**src/verilog/sooc_params.svh**
```systemverilog
// Constants of the supply on/off and margin command block.
// Assumes a PMBus engine outside that frames transactions and holds the current page.
`ifndef SOOC_PARAMS_SVH
`define SOOC_PARAMS_SVH

`define SOOC_NCH           12
`define SOOC_CODE_OPER     8'h01
`define SOOC_CODE_CFG      8'h02
`define SOOC_PAGE_ALL      8'hFF
`define SOOC_PAGE_LAST     8'h0B
`define SOOC_OP_OFF        8'h00
`define SOOC_OP_SOFT       8'h40
`define SOOC_OP_ON         8'h80
`define SOOC_OP_LOW_IGN    8'h94
`define SOOC_OP_LOW_ACT    8'h98
`define SOOC_OP_HIGH_IGN   8'hA4
`define SOOC_OP_HIGH_ACT   8'hA8
`define SOOC_OP_STD_MASK   8'hFC
`define SOOC_NIB_BOTH      4'h0
`define SOOC_NIB_GRP_A     4'h1
`define SOOC_NIB_GRP_B     4'h2
`define SOOC_OP_ON_BIT     7
`define SOOC_CFG_WMASK     8'h3F
`define SOOC_CFG_RST       8'h1E
`define SOOC_OP_RST        8'h00
`define SOOC_RD_ZERO       8'h00

`endif

```
**src/verilog/sooc_pkg.sv**
```systemverilog
// Types of the supply on/off and margin command block.
// Assumes sooc_params.svh supplies the numeric constants.
package sooc_pkg;

  // layout of the source configuration byte, bit 7 first
  typedef struct packed {
    logic [1:0] rsvd;
    logic       or_mode;
    logic       use_src;
    logic       cmd_en;
    logic       pin_en;
    logic       pin_pol;
    logic       pin_imm;
  } sooc_cfg_t;

  typedef enum logic [2:0] {
    SOOC_MRG_OFF,
    SOOC_MRG_LOW_IGN,
    SOOC_MRG_LOW_ACT,
    SOOC_MRG_HIGH_IGN,
    SOOC_MRG_HIGH_ACT
  } sooc_margin_t;

endpackage : sooc_pkg

```
**src/verilog/sooc_top.sv**
```systemverilog
// Supply on/off and margin command decoder for twelve sequenced supplies.
// Assumes a PMBus engine presents each written command byte for one cycle,
// with the page already selected, and that fault detection and sequencing live outside.
`timescale 1ns/1ps
`include "sooc_params.svh"

module sooc_top (
  input  wire logic                  CLOCK,
  input  wire logic                  RST_N,
  input  wire logic                  CMD_WR,
  input  wire logic                  CMD_RD,
  input  wire logic [7:0]            CMD_CODE,
  input  wire logic [7:0]            CMD_DATA,
  input  wire logic [7:0]            CMD_PAGE,
  output logic      [7:0]            RD_DATA,
  output logic                       RD_VALID,
  output logic                       CML_FAULT,
  input  wire logic                  SUPPLY_CTRL_PIN_A,
  input  wire logic                  SUPPLY_CTRL_PIN_B,
  input  wire logic                  BIAS_OK,
  input  wire logic [`SOOC_NCH-1:0]  CH_ENABLED,
  input  wire logic [`SOOC_NCH-1:0]  CH_IN_GROUP_B,
  input  wire logic [`SOOC_NCH-1:0]  PG_OK,
  input  wire logic [`SOOC_NCH-1:0]  FAULT_IN,
  output logic      [`SOOC_NCH-1:0]  SUPPLY_ON,
  output logic      [`SOOC_NCH-1:0]  OFF_IMMEDIATE,
  output logic      [`SOOC_NCH-1:0]  MARGIN_HIGH,
  output logic      [`SOOC_NCH-1:0]  MARGIN_LOW,
  output logic      [`SOOC_NCH-1:0]  FAULT_OUT
);

  // ----------------------------------------------------------------
  // configuration register
  // ----------------------------------------------------------------
  logic [7:0]         cfg_reg;
  sooc_pkg::sooc_cfg_t cfg;
  wire                cfg_wr = CMD_WR && (CMD_CODE == `SOOC_CODE_CFG);

  // one setting serves both control pins alike
  assign cfg = sooc_pkg::sooc_cfg_t'(cfg_reg & `SOOC_CFG_WMASK);

  always_ff @(posedge CLOCK) begin
    if (!RST_N) begin
      cfg_reg <= `SOOC_CFG_RST;
    end else if (cfg_wr) begin
      cfg_reg <= CMD_DATA & `SOOC_CFG_WMASK;
    end
  end

  // ----------------------------------------------------------------
  // command byte decode
  // ----------------------------------------------------------------
  wire       op_wr     = CMD_WR && (CMD_CODE == `SOOC_CODE_OPER);
  wire       page_all  = (CMD_PAGE == `SOOC_PAGE_ALL);
  wire       page_one  = (CMD_PAGE <= `SOOC_PAGE_LAST);
  wire [3:0] op_nib    = CMD_DATA[3:0];
  // group codes fold onto the standard code by clearing the two low bits
  wire [7:0] op_std    = CMD_DATA & `SOOC_OP_STD_MASK;
  wire       std_off   = (CMD_DATA == `SOOC_OP_OFF);
  wire       std_soft  = (CMD_DATA == `SOOC_OP_SOFT);
  wire       std_on    = (CMD_DATA == `SOOC_OP_ON);
  wire       std_mrg   = (CMD_DATA == `SOOC_OP_LOW_IGN) || (CMD_DATA == `SOOC_OP_LOW_ACT) ||
                         (CMD_DATA == `SOOC_OP_HIGH_IGN) || (CMD_DATA == `SOOC_OP_HIGH_ACT);
  wire       is_std    = std_off || std_soft || std_on || std_mrg;
  wire       grp_nib   = (op_nib == `SOOC_NIB_GRP_A) || (op_nib == `SOOC_NIB_GRP_B);
  wire       grp_base  = (op_std == `SOOC_OP_OFF) || (op_std == `SOOC_OP_SOFT) || (op_std == `SOOC_OP_ON);
  // group codes exist only at page 255 and only while the command source is enabled
  wire       is_grp    = grp_base && grp_nib && page_all && cfg.cmd_en;
  // pages outside 0 to 11 and 255 do not support the command and also fault
  wire       op_valid  = (page_one || page_all) && (is_std || is_grp);
  wire       op_take   = op_wr && op_valid;
  wire       op_bad    = op_wr && !op_valid;
  wire       op_is_on  = op_std[`SOOC_OP_ON_BIT];
  wire       op_is_imm = (op_std == `SOOC_OP_OFF);
  wire       op_is_sft = (op_std == `SOOC_OP_SOFT);

  sooc_pkg::sooc_margin_t op_margin;

  // lower code of a level ignores faults, higher code acts on them
  assign op_margin = (CMD_DATA == `SOOC_OP_LOW_IGN)  ? sooc_pkg::SOOC_MRG_LOW_IGN :
                     (CMD_DATA == `SOOC_OP_LOW_ACT)  ? sooc_pkg::SOOC_MRG_LOW_ACT :
                     (CMD_DATA == `SOOC_OP_HIGH_IGN) ? sooc_pkg::SOOC_MRG_HIGH_IGN :
                     (CMD_DATA == `SOOC_OP_HIGH_ACT) ? sooc_pkg::SOOC_MRG_HIGH_ACT :
                     sooc_pkg::SOOC_MRG_OFF;

  // ----------------------------------------------------------------
  // shared supply conditions
  // ----------------------------------------------------------------
  // margining waits until no enabled channel is below power-good-on
  wire all_pg = &(PG_OK | ~CH_ENABLED);

  logic [`SOOC_NCH-1:0]   cmd_on_reg;
  logic [`SOOC_NCH-1:0]   cmd_imm_reg;
  logic [`SOOC_NCH-1:0]   hit;
  logic [`SOOC_NCH-1:0]   pin_on;
  logic [`SOOC_NCH-1:0]   src_on;
  logic [`SOOC_NCH-1:0]   off_imm;
  logic [`SOOC_NCH-1:0]   mrg_act;
  logic [`SOOC_NCH-1:0]   mrg_ign;
  logic [7:0]             op_rb_reg [0:`SOOC_NCH-1];
  sooc_pkg::sooc_margin_t margin_reg [0:`SOOC_NCH-1];

  // ----------------------------------------------------------------
  // per-channel state and source combination
  // ----------------------------------------------------------------
  genvar ch;
  generate
    for (ch = 0; ch < `SOOC_NCH; ch = ch + 1) begin : g_ch
      localparam logic [7:0] CH_PAGE = 8'(ch);
      wire grp_ok = (op_nib == `SOOC_NIB_GRP_A) ? !CH_IN_GROUP_B[ch] :
                    (op_nib == `SOOC_NIB_GRP_B) ?  CH_IN_GROUP_B[ch] : 1'b1;
      // a single page leaves every other supply alone
      assign hit[ch] = op_take && (page_all ? grp_ok : (CMD_PAGE == CH_PAGE));

      wire pin_lvl = CH_IN_GROUP_B[ch] ? SUPPLY_CTRL_PIN_B : SUPPLY_CTRL_PIN_A;
      assign pin_on[ch] = cfg.pin_pol ? pin_lvl : !pin_lvl;

      // with bit 4 clear only bias matters; a source with no enable contributes nothing
      assign src_on[ch] = !cfg.use_src ? BIAS_OK :
                          (cfg.cmd_en && cfg.pin_en) ?
                            (cfg.or_mode ? (cmd_on_reg[ch] || pin_on[ch])
                                         : (cmd_on_reg[ch] && pin_on[ch])) :
                          cfg.cmd_en ? cmd_on_reg[ch] :
                          cfg.pin_en ? pin_on[ch] : 1'b0;

      // a pin that holds the supply off decides how it turns off
      assign off_imm[ch] = !cfg.use_src ? 1'b1 :
                           (cfg.pin_en && !pin_on[ch]) ? cfg.pin_imm : cmd_imm_reg[ch];

      // margin only on an enabled supply that is on, once all enabled rails are good
      assign mrg_act[ch] = CH_ENABLED[ch] && SUPPLY_ON[ch] && all_pg &&
                           (margin_reg[ch] != sooc_pkg::SOOC_MRG_OFF);
      assign mrg_ign[ch] = (margin_reg[ch] == sooc_pkg::SOOC_MRG_LOW_IGN) ||
                           (margin_reg[ch] == sooc_pkg::SOOC_MRG_HIGH_IGN);

      // state changes only on a taken command, so it persists otherwise
      always_ff @(posedge CLOCK) begin
        if (!RST_N) begin
          cmd_on_reg[ch]  <= 1'b0;
          cmd_imm_reg[ch] <= 1'b0;
        end else if (hit[ch] && cfg.cmd_en) begin
          cmd_on_reg[ch]  <= op_is_on;
          cmd_imm_reg[ch] <= op_is_imm;
        end
      end

      // the margin part is decoded whether or not the command source is enabled
      always_ff @(posedge CLOCK) begin
        if (!RST_N) begin
          margin_reg[ch] <= sooc_pkg::SOOC_MRG_OFF;
        end else if (hit[ch] && op_is_on) begin
          margin_reg[ch] <= op_margin;
        end
      end

      always_ff @(posedge CLOCK) begin
        if (!RST_N) begin
          op_rb_reg[ch] <= `SOOC_OP_RST;
        end else if (hit[ch]) begin
          op_rb_reg[ch] <= op_std;
        end
      end

      always_ff @(posedge CLOCK) begin
        if (!RST_N) begin
          SUPPLY_ON[ch]     <= 1'b0;
          OFF_IMMEDIATE[ch] <= 1'b0;
          MARGIN_HIGH[ch]   <= 1'b0;
          MARGIN_LOW[ch]    <= 1'b0;
          FAULT_OUT[ch]     <= 1'b0;
        end else begin
          SUPPLY_ON[ch]     <= src_on[ch];
          OFF_IMMEDIATE[ch] <= off_imm[ch];
          MARGIN_HIGH[ch]   <= mrg_act[ch] && ((margin_reg[ch] == sooc_pkg::SOOC_MRG_HIGH_IGN) ||
                                               (margin_reg[ch] == sooc_pkg::SOOC_MRG_HIGH_ACT));
          MARGIN_LOW[ch]    <= mrg_act[ch] && ((margin_reg[ch] == sooc_pkg::SOOC_MRG_LOW_IGN) ||
                                               (margin_reg[ch] == sooc_pkg::SOOC_MRG_LOW_ACT));
          FAULT_OUT[ch]     <= FAULT_IN[ch] && !(mrg_act[ch] && mrg_ign[ch]);
        end
      end
    end
  endgenerate

  // ----------------------------------------------------------------
  // fault flag and read-back
  // ----------------------------------------------------------------
  // page 255 reads back what channel 0 last took; a broadcast writes it too unless its group code leaves channel 0 out
  wire [7:0] rd_oper = page_one ? op_rb_reg[CMD_PAGE[3:0]] :
                       page_all ? op_rb_reg[0] : `SOOC_RD_ZERO;
  wire [7:0] rd_mux  = (CMD_CODE == `SOOC_CODE_OPER) ? rd_oper :
                       (CMD_CODE == `SOOC_CODE_CFG)  ? (cfg_reg & `SOOC_CFG_WMASK) : `SOOC_RD_ZERO;

  always_ff @(posedge CLOCK) begin
    if (!RST_N) begin
      CML_FAULT <= 1'b0;
      RD_VALID  <= 1'b0;
      RD_DATA   <= `SOOC_RD_ZERO;
    end else begin
      CML_FAULT <= op_bad;
      RD_VALID  <= CMD_RD;
      RD_DATA   <= CMD_RD ? rd_mux : RD_DATA;
    end
  end

  wire cmd_only = cfg.use_src && cfg.cmd_en && !cfg.pin_en;
  wire both_and = cfg.use_src && cfg.cmd_en && cfg.pin_en && !cfg.or_mode;
  wire both_or  = cfg.use_src && cfg.cmd_en && cfg.pin_en && cfg.or_mode;
  wire pin_only = cfg.use_src && !cfg.cmd_en && cfg.pin_en;
  wire no_src   = cfg.use_src && !cfg.cmd_en && !cfg.pin_en;
  wire ign_code = (CMD_DATA == `SOOC_OP_LOW_IGN) || (CMD_DATA == `SOOC_OP_HIGH_IGN);
  wire act_code = (CMD_DATA == `SOOC_OP_LOW_ACT) || (CMD_DATA == `SOOC_OP_HIGH_ACT);
endmodule : sooc_top

```
**config.mk**
```make
export PLATFORM = sky130hd
export DESIGN_NAME = sooc_top
export DESIGN_NICKNAME = d
export VERILOG_FILES = /design/src/verilog/sooc_pkg.sv /design/src/verilog/sooc_top.sv
export VERILOG_INCLUDE_DIRS = /design/src /design/src/verilog
export SDC_FILE = /design/constraint.sdc
export NUM_CORES = 1
export LEC_CHECK = 0
export CAP_MARGIN = 20
export CORE_MARGIN = 3
export CORE_UTILIZATION = 33
export DETAILED_ROUTE_END_ITERATION = 10
export DONT_BUFFER_PORTS = 1
export GPL_ROUTABILITY_DRIVEN = 0
export PLACE_DENSITY = 0.5
export SLEW_MARGIN = 25
export SYNTH_ARGS = -nofsm -noshare
export SYNTH_HDL_FRONTEND = slang
export SYNTH_SLANG_ARGS = --single-unit
export TNS_END_PERCENT = 30
```
**constraint.sdc**
```tcl
create_clock -name CLOCK -period 3 [get_ports CLOCK]
set_input_delay 0.15 -clock CLOCK [delete_from_list [all_inputs] [get_ports CLOCK]]
set_output_delay 0.15 -clock CLOCK [all_outputs]
set_load 0.01 [all_outputs]
```
Word-level counts from Yosys, hierarchy flattened
Memory sizes are Yosys's and may differ from the RTL's.
Cells that the tools add are included.
{ "word_totals": {"register_bits": 100, "mem_bits_rw": 108, "inputBits": 79, "output_inout_bits": 70, "word_cells": 715, "memories": 2} }
{ "mem_list": {"columns": ["name", "depth", "width", "read_ports", "rd_clocked_by_memory_dff", "wr", "line", "rtl"], "rows": [
  ["op_rb_reg", 12, 6, 2, 0, 12, "sooc_top.sv:100", "logic [7:0] op_rb_reg [0:`SOOC_NCH-1];"],
  ["margin_reg", 12, 3, 12, 0, 12, "sooc_top.sv:101", "sooc_pkg::sooc_margin_t margin_reg [0:`SOOC_NCH-1];"]
]} }
{ "op_classes": {"magnitude_cmp": 1, "n_eq_ne": 72, "n_mux": 249, "bitwise": 26, "n_reduce_logical": 277} }
{ "op_table": {"columns": ["operator", "n"], "rows": [
  ["$mux W1", 217],
  ["$logic_and A1 B1 Y1", 153],
  ["$mux W6", 13],
  ["$eq A3 B2 Y1 const B", 24],
  ["$logic_or A1 B1 Y1", 59],
  ["$logic_not A1 Y1", 49],
  ["$eq A8 B8 Y1 const B", 6],
  ["$mux W3", 16],
  ["$eq A3 B1 Y1 const B", 12],
  ["$eq A3 B3 Y1 const B", 12],
  ["$reduce_bool A3 Y1", 12],
  ["$eq A8 B3 Y1 const B", 4],
  ["$eq A8 B4 Y1 const B", 4],
  ["$eq A8 B2 Y1 const B", 3],
  ["$logic_not A8 Y1", 3],
  ["$mux W8", 3],
  ["$or A1 B1 Y1", 24],
  ["$eq A8 B1 Y1 const B", 2],
  ["$not A12 Y12", 1],
  ["$or A12 B12 Y12", 1],
  ["$reduce_and A12 Y1", 1],
  ["$eq A8 B7 Y1 const B", 1],
  ["$le A8 B4 Y1 const B", 1],
  ["$eq A6 B5 Y1 const B", 1],
  ["3 further kinds", 3]
]} }

Longest topological paths before layout
{ "depth": {"depth_word": 15, "depth_mapped": 10, "depth_no_buf": 5} }

Worst setup path after synthesis
OpenSTA, ideal clock, no wires.
{ "synth_path": {"path_type": "input-to-reg", "start": "input port CMD_PAGE[0]", "end": "memory op_rb_reg[0][0] (netlist bit), enable pin", "setup_ps": 377, "t_arrival_ps": 2199, "required_time_ps": 2623, "path_slack_ps": 424, "path_stages": 10, "n_path_buf": 5, "cell_sequence": "buf_2 nand4_1 or2_2 clkbuf_1 o22ai_1 buf_2 nand3_1 clkbuf_1 buf_2 o21ai_0"} }
{ "synth_rtl": {"columns": ["element", "line", "rtl"], "rows": [
  ["start: declaration", "sooc_top.sv:14", "input wire logic [7:0] CMD_PAGE,"],
  ["end: declaration", "sooc_top.sv:100", null]
]} }

Worst setup path after layout
{ "layout_path": {"start": "input port CMD_CODE[7]", "end": "register cmd_imm_reg[10]"} }
{ "layout_between": {"elab_chain_len": 5} }
{ "layout_rtl": {"columns": ["element", "line", "rtl"], "rows": [
  ["start: declaration", "sooc_top.sv:12", "input wire logic [7:0] CMD_CODE,"],
  ["$eq A8 B1 Y1 (no line)", null, null],
  ["$logic_and A1 B1 Y1", "sooc_top.sv:53", "wire op_wr = CMD_WR && (CMD_CODE == `SOOC_CODE_OPER);"],
  ["$logic_and A1 B1 Y1", "sooc_top.sv:71", "wire op_take = op_wr && op_valid;"],
  ["$logic_and A1 B1 Y1", "sooc_top.sv:113", "assign hit[ch] = op_take && (page_all ? grp_ok : (CMD_PAGE == CH_PAGE));"],
  ["$logic_and A1 B1 Y1", "sooc_top.sv:141", "end else if (hit[ch] && cfg.cmd_en) begin"],
  ["end signal: indexed assignment", "sooc_top.sv:143", "cmd_imm_reg[ch] <= op_is_imm;"],
  ["end: declaration", "sooc_top.sv:93", "logic [`SOOC_NCH-1:0] cmd_imm_reg;"]
]} }
No other way between the ends.
A chain may end at the register's enable or synchronous reset.

==> flow_metrics.py <==
metrics = {
    "floorplan": {
        "die_area_um2": 31400,
        "ios": 149,
        "rows": 62,
        "fp.dieH_um": 177,
        "start_util_pct": 33.7,
        "die_x_um": 177,
        "core_area_um2": 28800,
    },
    "timing": {
        "slew_headroom_pct": 29.3,
        "finalMaxSlewViolations": 0,
        "worst_pin_slew_ns": 1.06,
        "fin_crit_sh_pct": 82.3,
        "finalHoldViolCount": 0,
        "finalSetupViolCount": 0,
        "max_freq_ghz": 0.405,
        "fin_crit_ns": 2.47,
        "skew_ns": 0.0140,
        "tns_ns": 0,
        "rsz0062_at_grt": "false",
        "whs_ns": 0.0188,
    },
    "routing": {
        "dr.pass1.iters": 5,
        "wl_per_cell_um": 22.1,
        "route.detailed.drc": 0,
        "drtIter0Drc": 571,
        "ant_nets": 0,
        "routed_wl_mm": 30.0,
        "vias": 7258,
        "vias_per_cell": 5.34,
    },
    "synth": {
        "ys_seq_elements": 208,
        "yosys.area.top_type": "edfxtp_1",
        "ys_top_cells_by_count": "108 x edfxtp_1, 100 x dfxtp_1, 100 x nor2_1",
        "synthesis.instances": 917,
        "syn_area_per_cell_um2": 10.6,
        "yosys.area_share.adder_pct": 0,
        "synth.net_count": 996,
        "synthFlopType": "edfxtp_1",
        "synth-compound-area-share_pct": 9.70,
        "synth_top_family_by_area": "simple AND/OR/NAND/NOR gates",
        "synth_top_area_share_pct": 33.5,
        "ys_seq_area_share_pct": 54.2,
        "synth_cell_type_count": 51,
        "ys.warnings.count": 0,
        "yosys.area_share.simple_pct": 19.8,
        "synth_area_um2": 9690,
        "synth-edff-count": 108,
        "synth_xor_xnor_area_share_pct": 2.44,
        "ys_async_sr_fraction_pct": 0,
        "synth.most_common_cell": "edfxtp_1",
        "synth_area_leaders": "edfxtp_1 33%, dfxtp_1 21%, mux2i_1 6.2%",
        "synth.mux.area_fraction_pct": 10.4,
    },
    "global_route": {
        "antenna_found_initial": 0,
        "grt_max_degree": 85,
        "globalRouteOverflowTotal": 0,
        "track_usage_pct": 18.6,
        "grt_pass1_wl_mm": 44.5,
        "grt_pass1_vias": 7150,
    },
    "setup_path": {
        "crit_path_end_kind": "register",
        "crit_required_ns": 3.37,
        "path_max_fanout": 12,
        "cp_slowest_cell": "dlygate4sd3_1",
        "crit_arrival_ns": 2.84,
        "crit_chain": "dlygate4sd3_1 > nor4_4 > dlygate4sd3_1 > buf_4 > nand3_2 > or3b_2 > mux2i_1",
        "critPathMaxStageDelay_ns": 0.60,
        "r2r_slack_ns": 0.60,
        "worstSetupPathType": "in -> reg",
        "setup.worst_path.start_class": "input port",
        "crit_top_cell": "dlygate4sd3_1",
    },
    "power_and_ir_drop": {
        "power_leakage_nw": 4.01,
        "powerDensity_nw_per_um2": 561,
        "peakVddDrop_mv": 0.402,
        "finalPower_mw": 6.45,
    },
    "cts": {
        "numCtsBuffers": 25,
        "ctsResizeCount": 0,
        "htreeDepth": 1,
        "cts_tree": "done",
        "ctsRootBufferMaster": "clkbuf_16",
        "clk_latency_ns": 0.52,
        "postCtsSetupBuffers": 0,
        "holdBufCountCts": 48,
        "clkTransAtPathRegs_ns": 0.06,
        "cts.path.max_buffers": 3,
        "cts_sinks": 208,
    },
    "cells_and_area": {
        "fin_util_pct": 40.0,
        "layout-drive-gt1-share_pct": 13.6,
        "fin_nets": 1036,
        "largest_reg_flops": 72,
        "diodes": 0,
        "final_area_um2": 11500,
        "area_growth_pct": 18.7,
    },
    "worst_hold_path": {
        "hold_class": "in -> reg",
    },
    "outcome": {
        "status": "finished, final reports clean",
    },
    "placement": {
        "portBuffers": 0,
        "dp_hpwl_mm": 20.6,
        "place_area_um2": 10200,
    },
    "run": {
        "max_cap_viol_count": 0,
    },
}
## through the flow
step	instances	worst slack (ns)
2_1_floorplan	917	0.424
3_3_place_gp	1263	0.430
3_5_place_dp	1263	0.403
4_1_cts	1357	0.540
5_1_grt	1360	0.398
6_report	1360	0.531
## worst paths after layout
check,endpoint,cells after the start,start
setup reg to reg,RD_DATA[4]$_SDFFE_PN0P_,6,op_rb_reg[0][2]$_SDFFCE_PN0P_
hold / removal,RD_DATA[7]$_SDFFE_PN0P_,3,CMD_PAGE[2]
hold reg to reg,cmd_imm_reg[4]$_SDFFE_PN0P_,2,cmd_imm_reg[4]$_SDFFE_PN0P_
setup / recovery,cmd_imm_reg[10]$_SDFFE_PN0P_,7,CMD_CODE[7]
## metal layers
metal  global-route usage, %  vias to the layer above  part of all wire (%)
met3                    4.21                       44                   8.8
met1                    25.5                     3491                    44
met4                    6.41                        0                   3.0
met5                       0                        -                     0
met2                    29.1                      312                    45
li1                        -                     3411                     -
## cell families after synthesis
family / after synthesis
AND/OR/NAND/NOR: 360
flip-flops: 208
AO/OA/AOI/OAI: 155
buffers and inverters: 89
multiplexers: 78
XOR/XNOR: 27
## critical path, delay by kind of cell
kind	cells	cell delay (ns)
buffers and inverters	3	1.33
multiplexers	1	0.13
AND/OR/NAND/NOR	3	1.21
## cells in the final DEF, fill, tap and decap left out, drive strengths merged, types with 10 or more instances in the layout
cell	count
inv	16
clkinv	10
nand2	80
a31oi	14
dfxtp	100
clkbuf	31
dlygate4sd3	47
nor2	100
xnor2	24
mux2i	60
edfxtp	108
nor3b	18
nand2b	13
o21ai	62
a21boi	12
nor3	27
or3b	18
nor2b	22
buf	43
nor4	40
mux4	18
a21oi	35
## cell type report
class                   instances  area (um2)
flip-flops and latches        208        5250
fillers                      2772       17300
multi-input cells             620        4110
clock buffers                  30         686
well taps                     384         480
clock inverters                16         119
repair buffers                 91         818
inverters                      11        41.3
## power by group
part | switching [mW] | leakage [nW] | internal [mW]
clock network | 1.22 | 0.418 | 1.72
registers | 0.0587 | 1.83 | 3.07
logic | 0.181 | 1.76 | 0.191
Power figures use the tool's default switching activity.
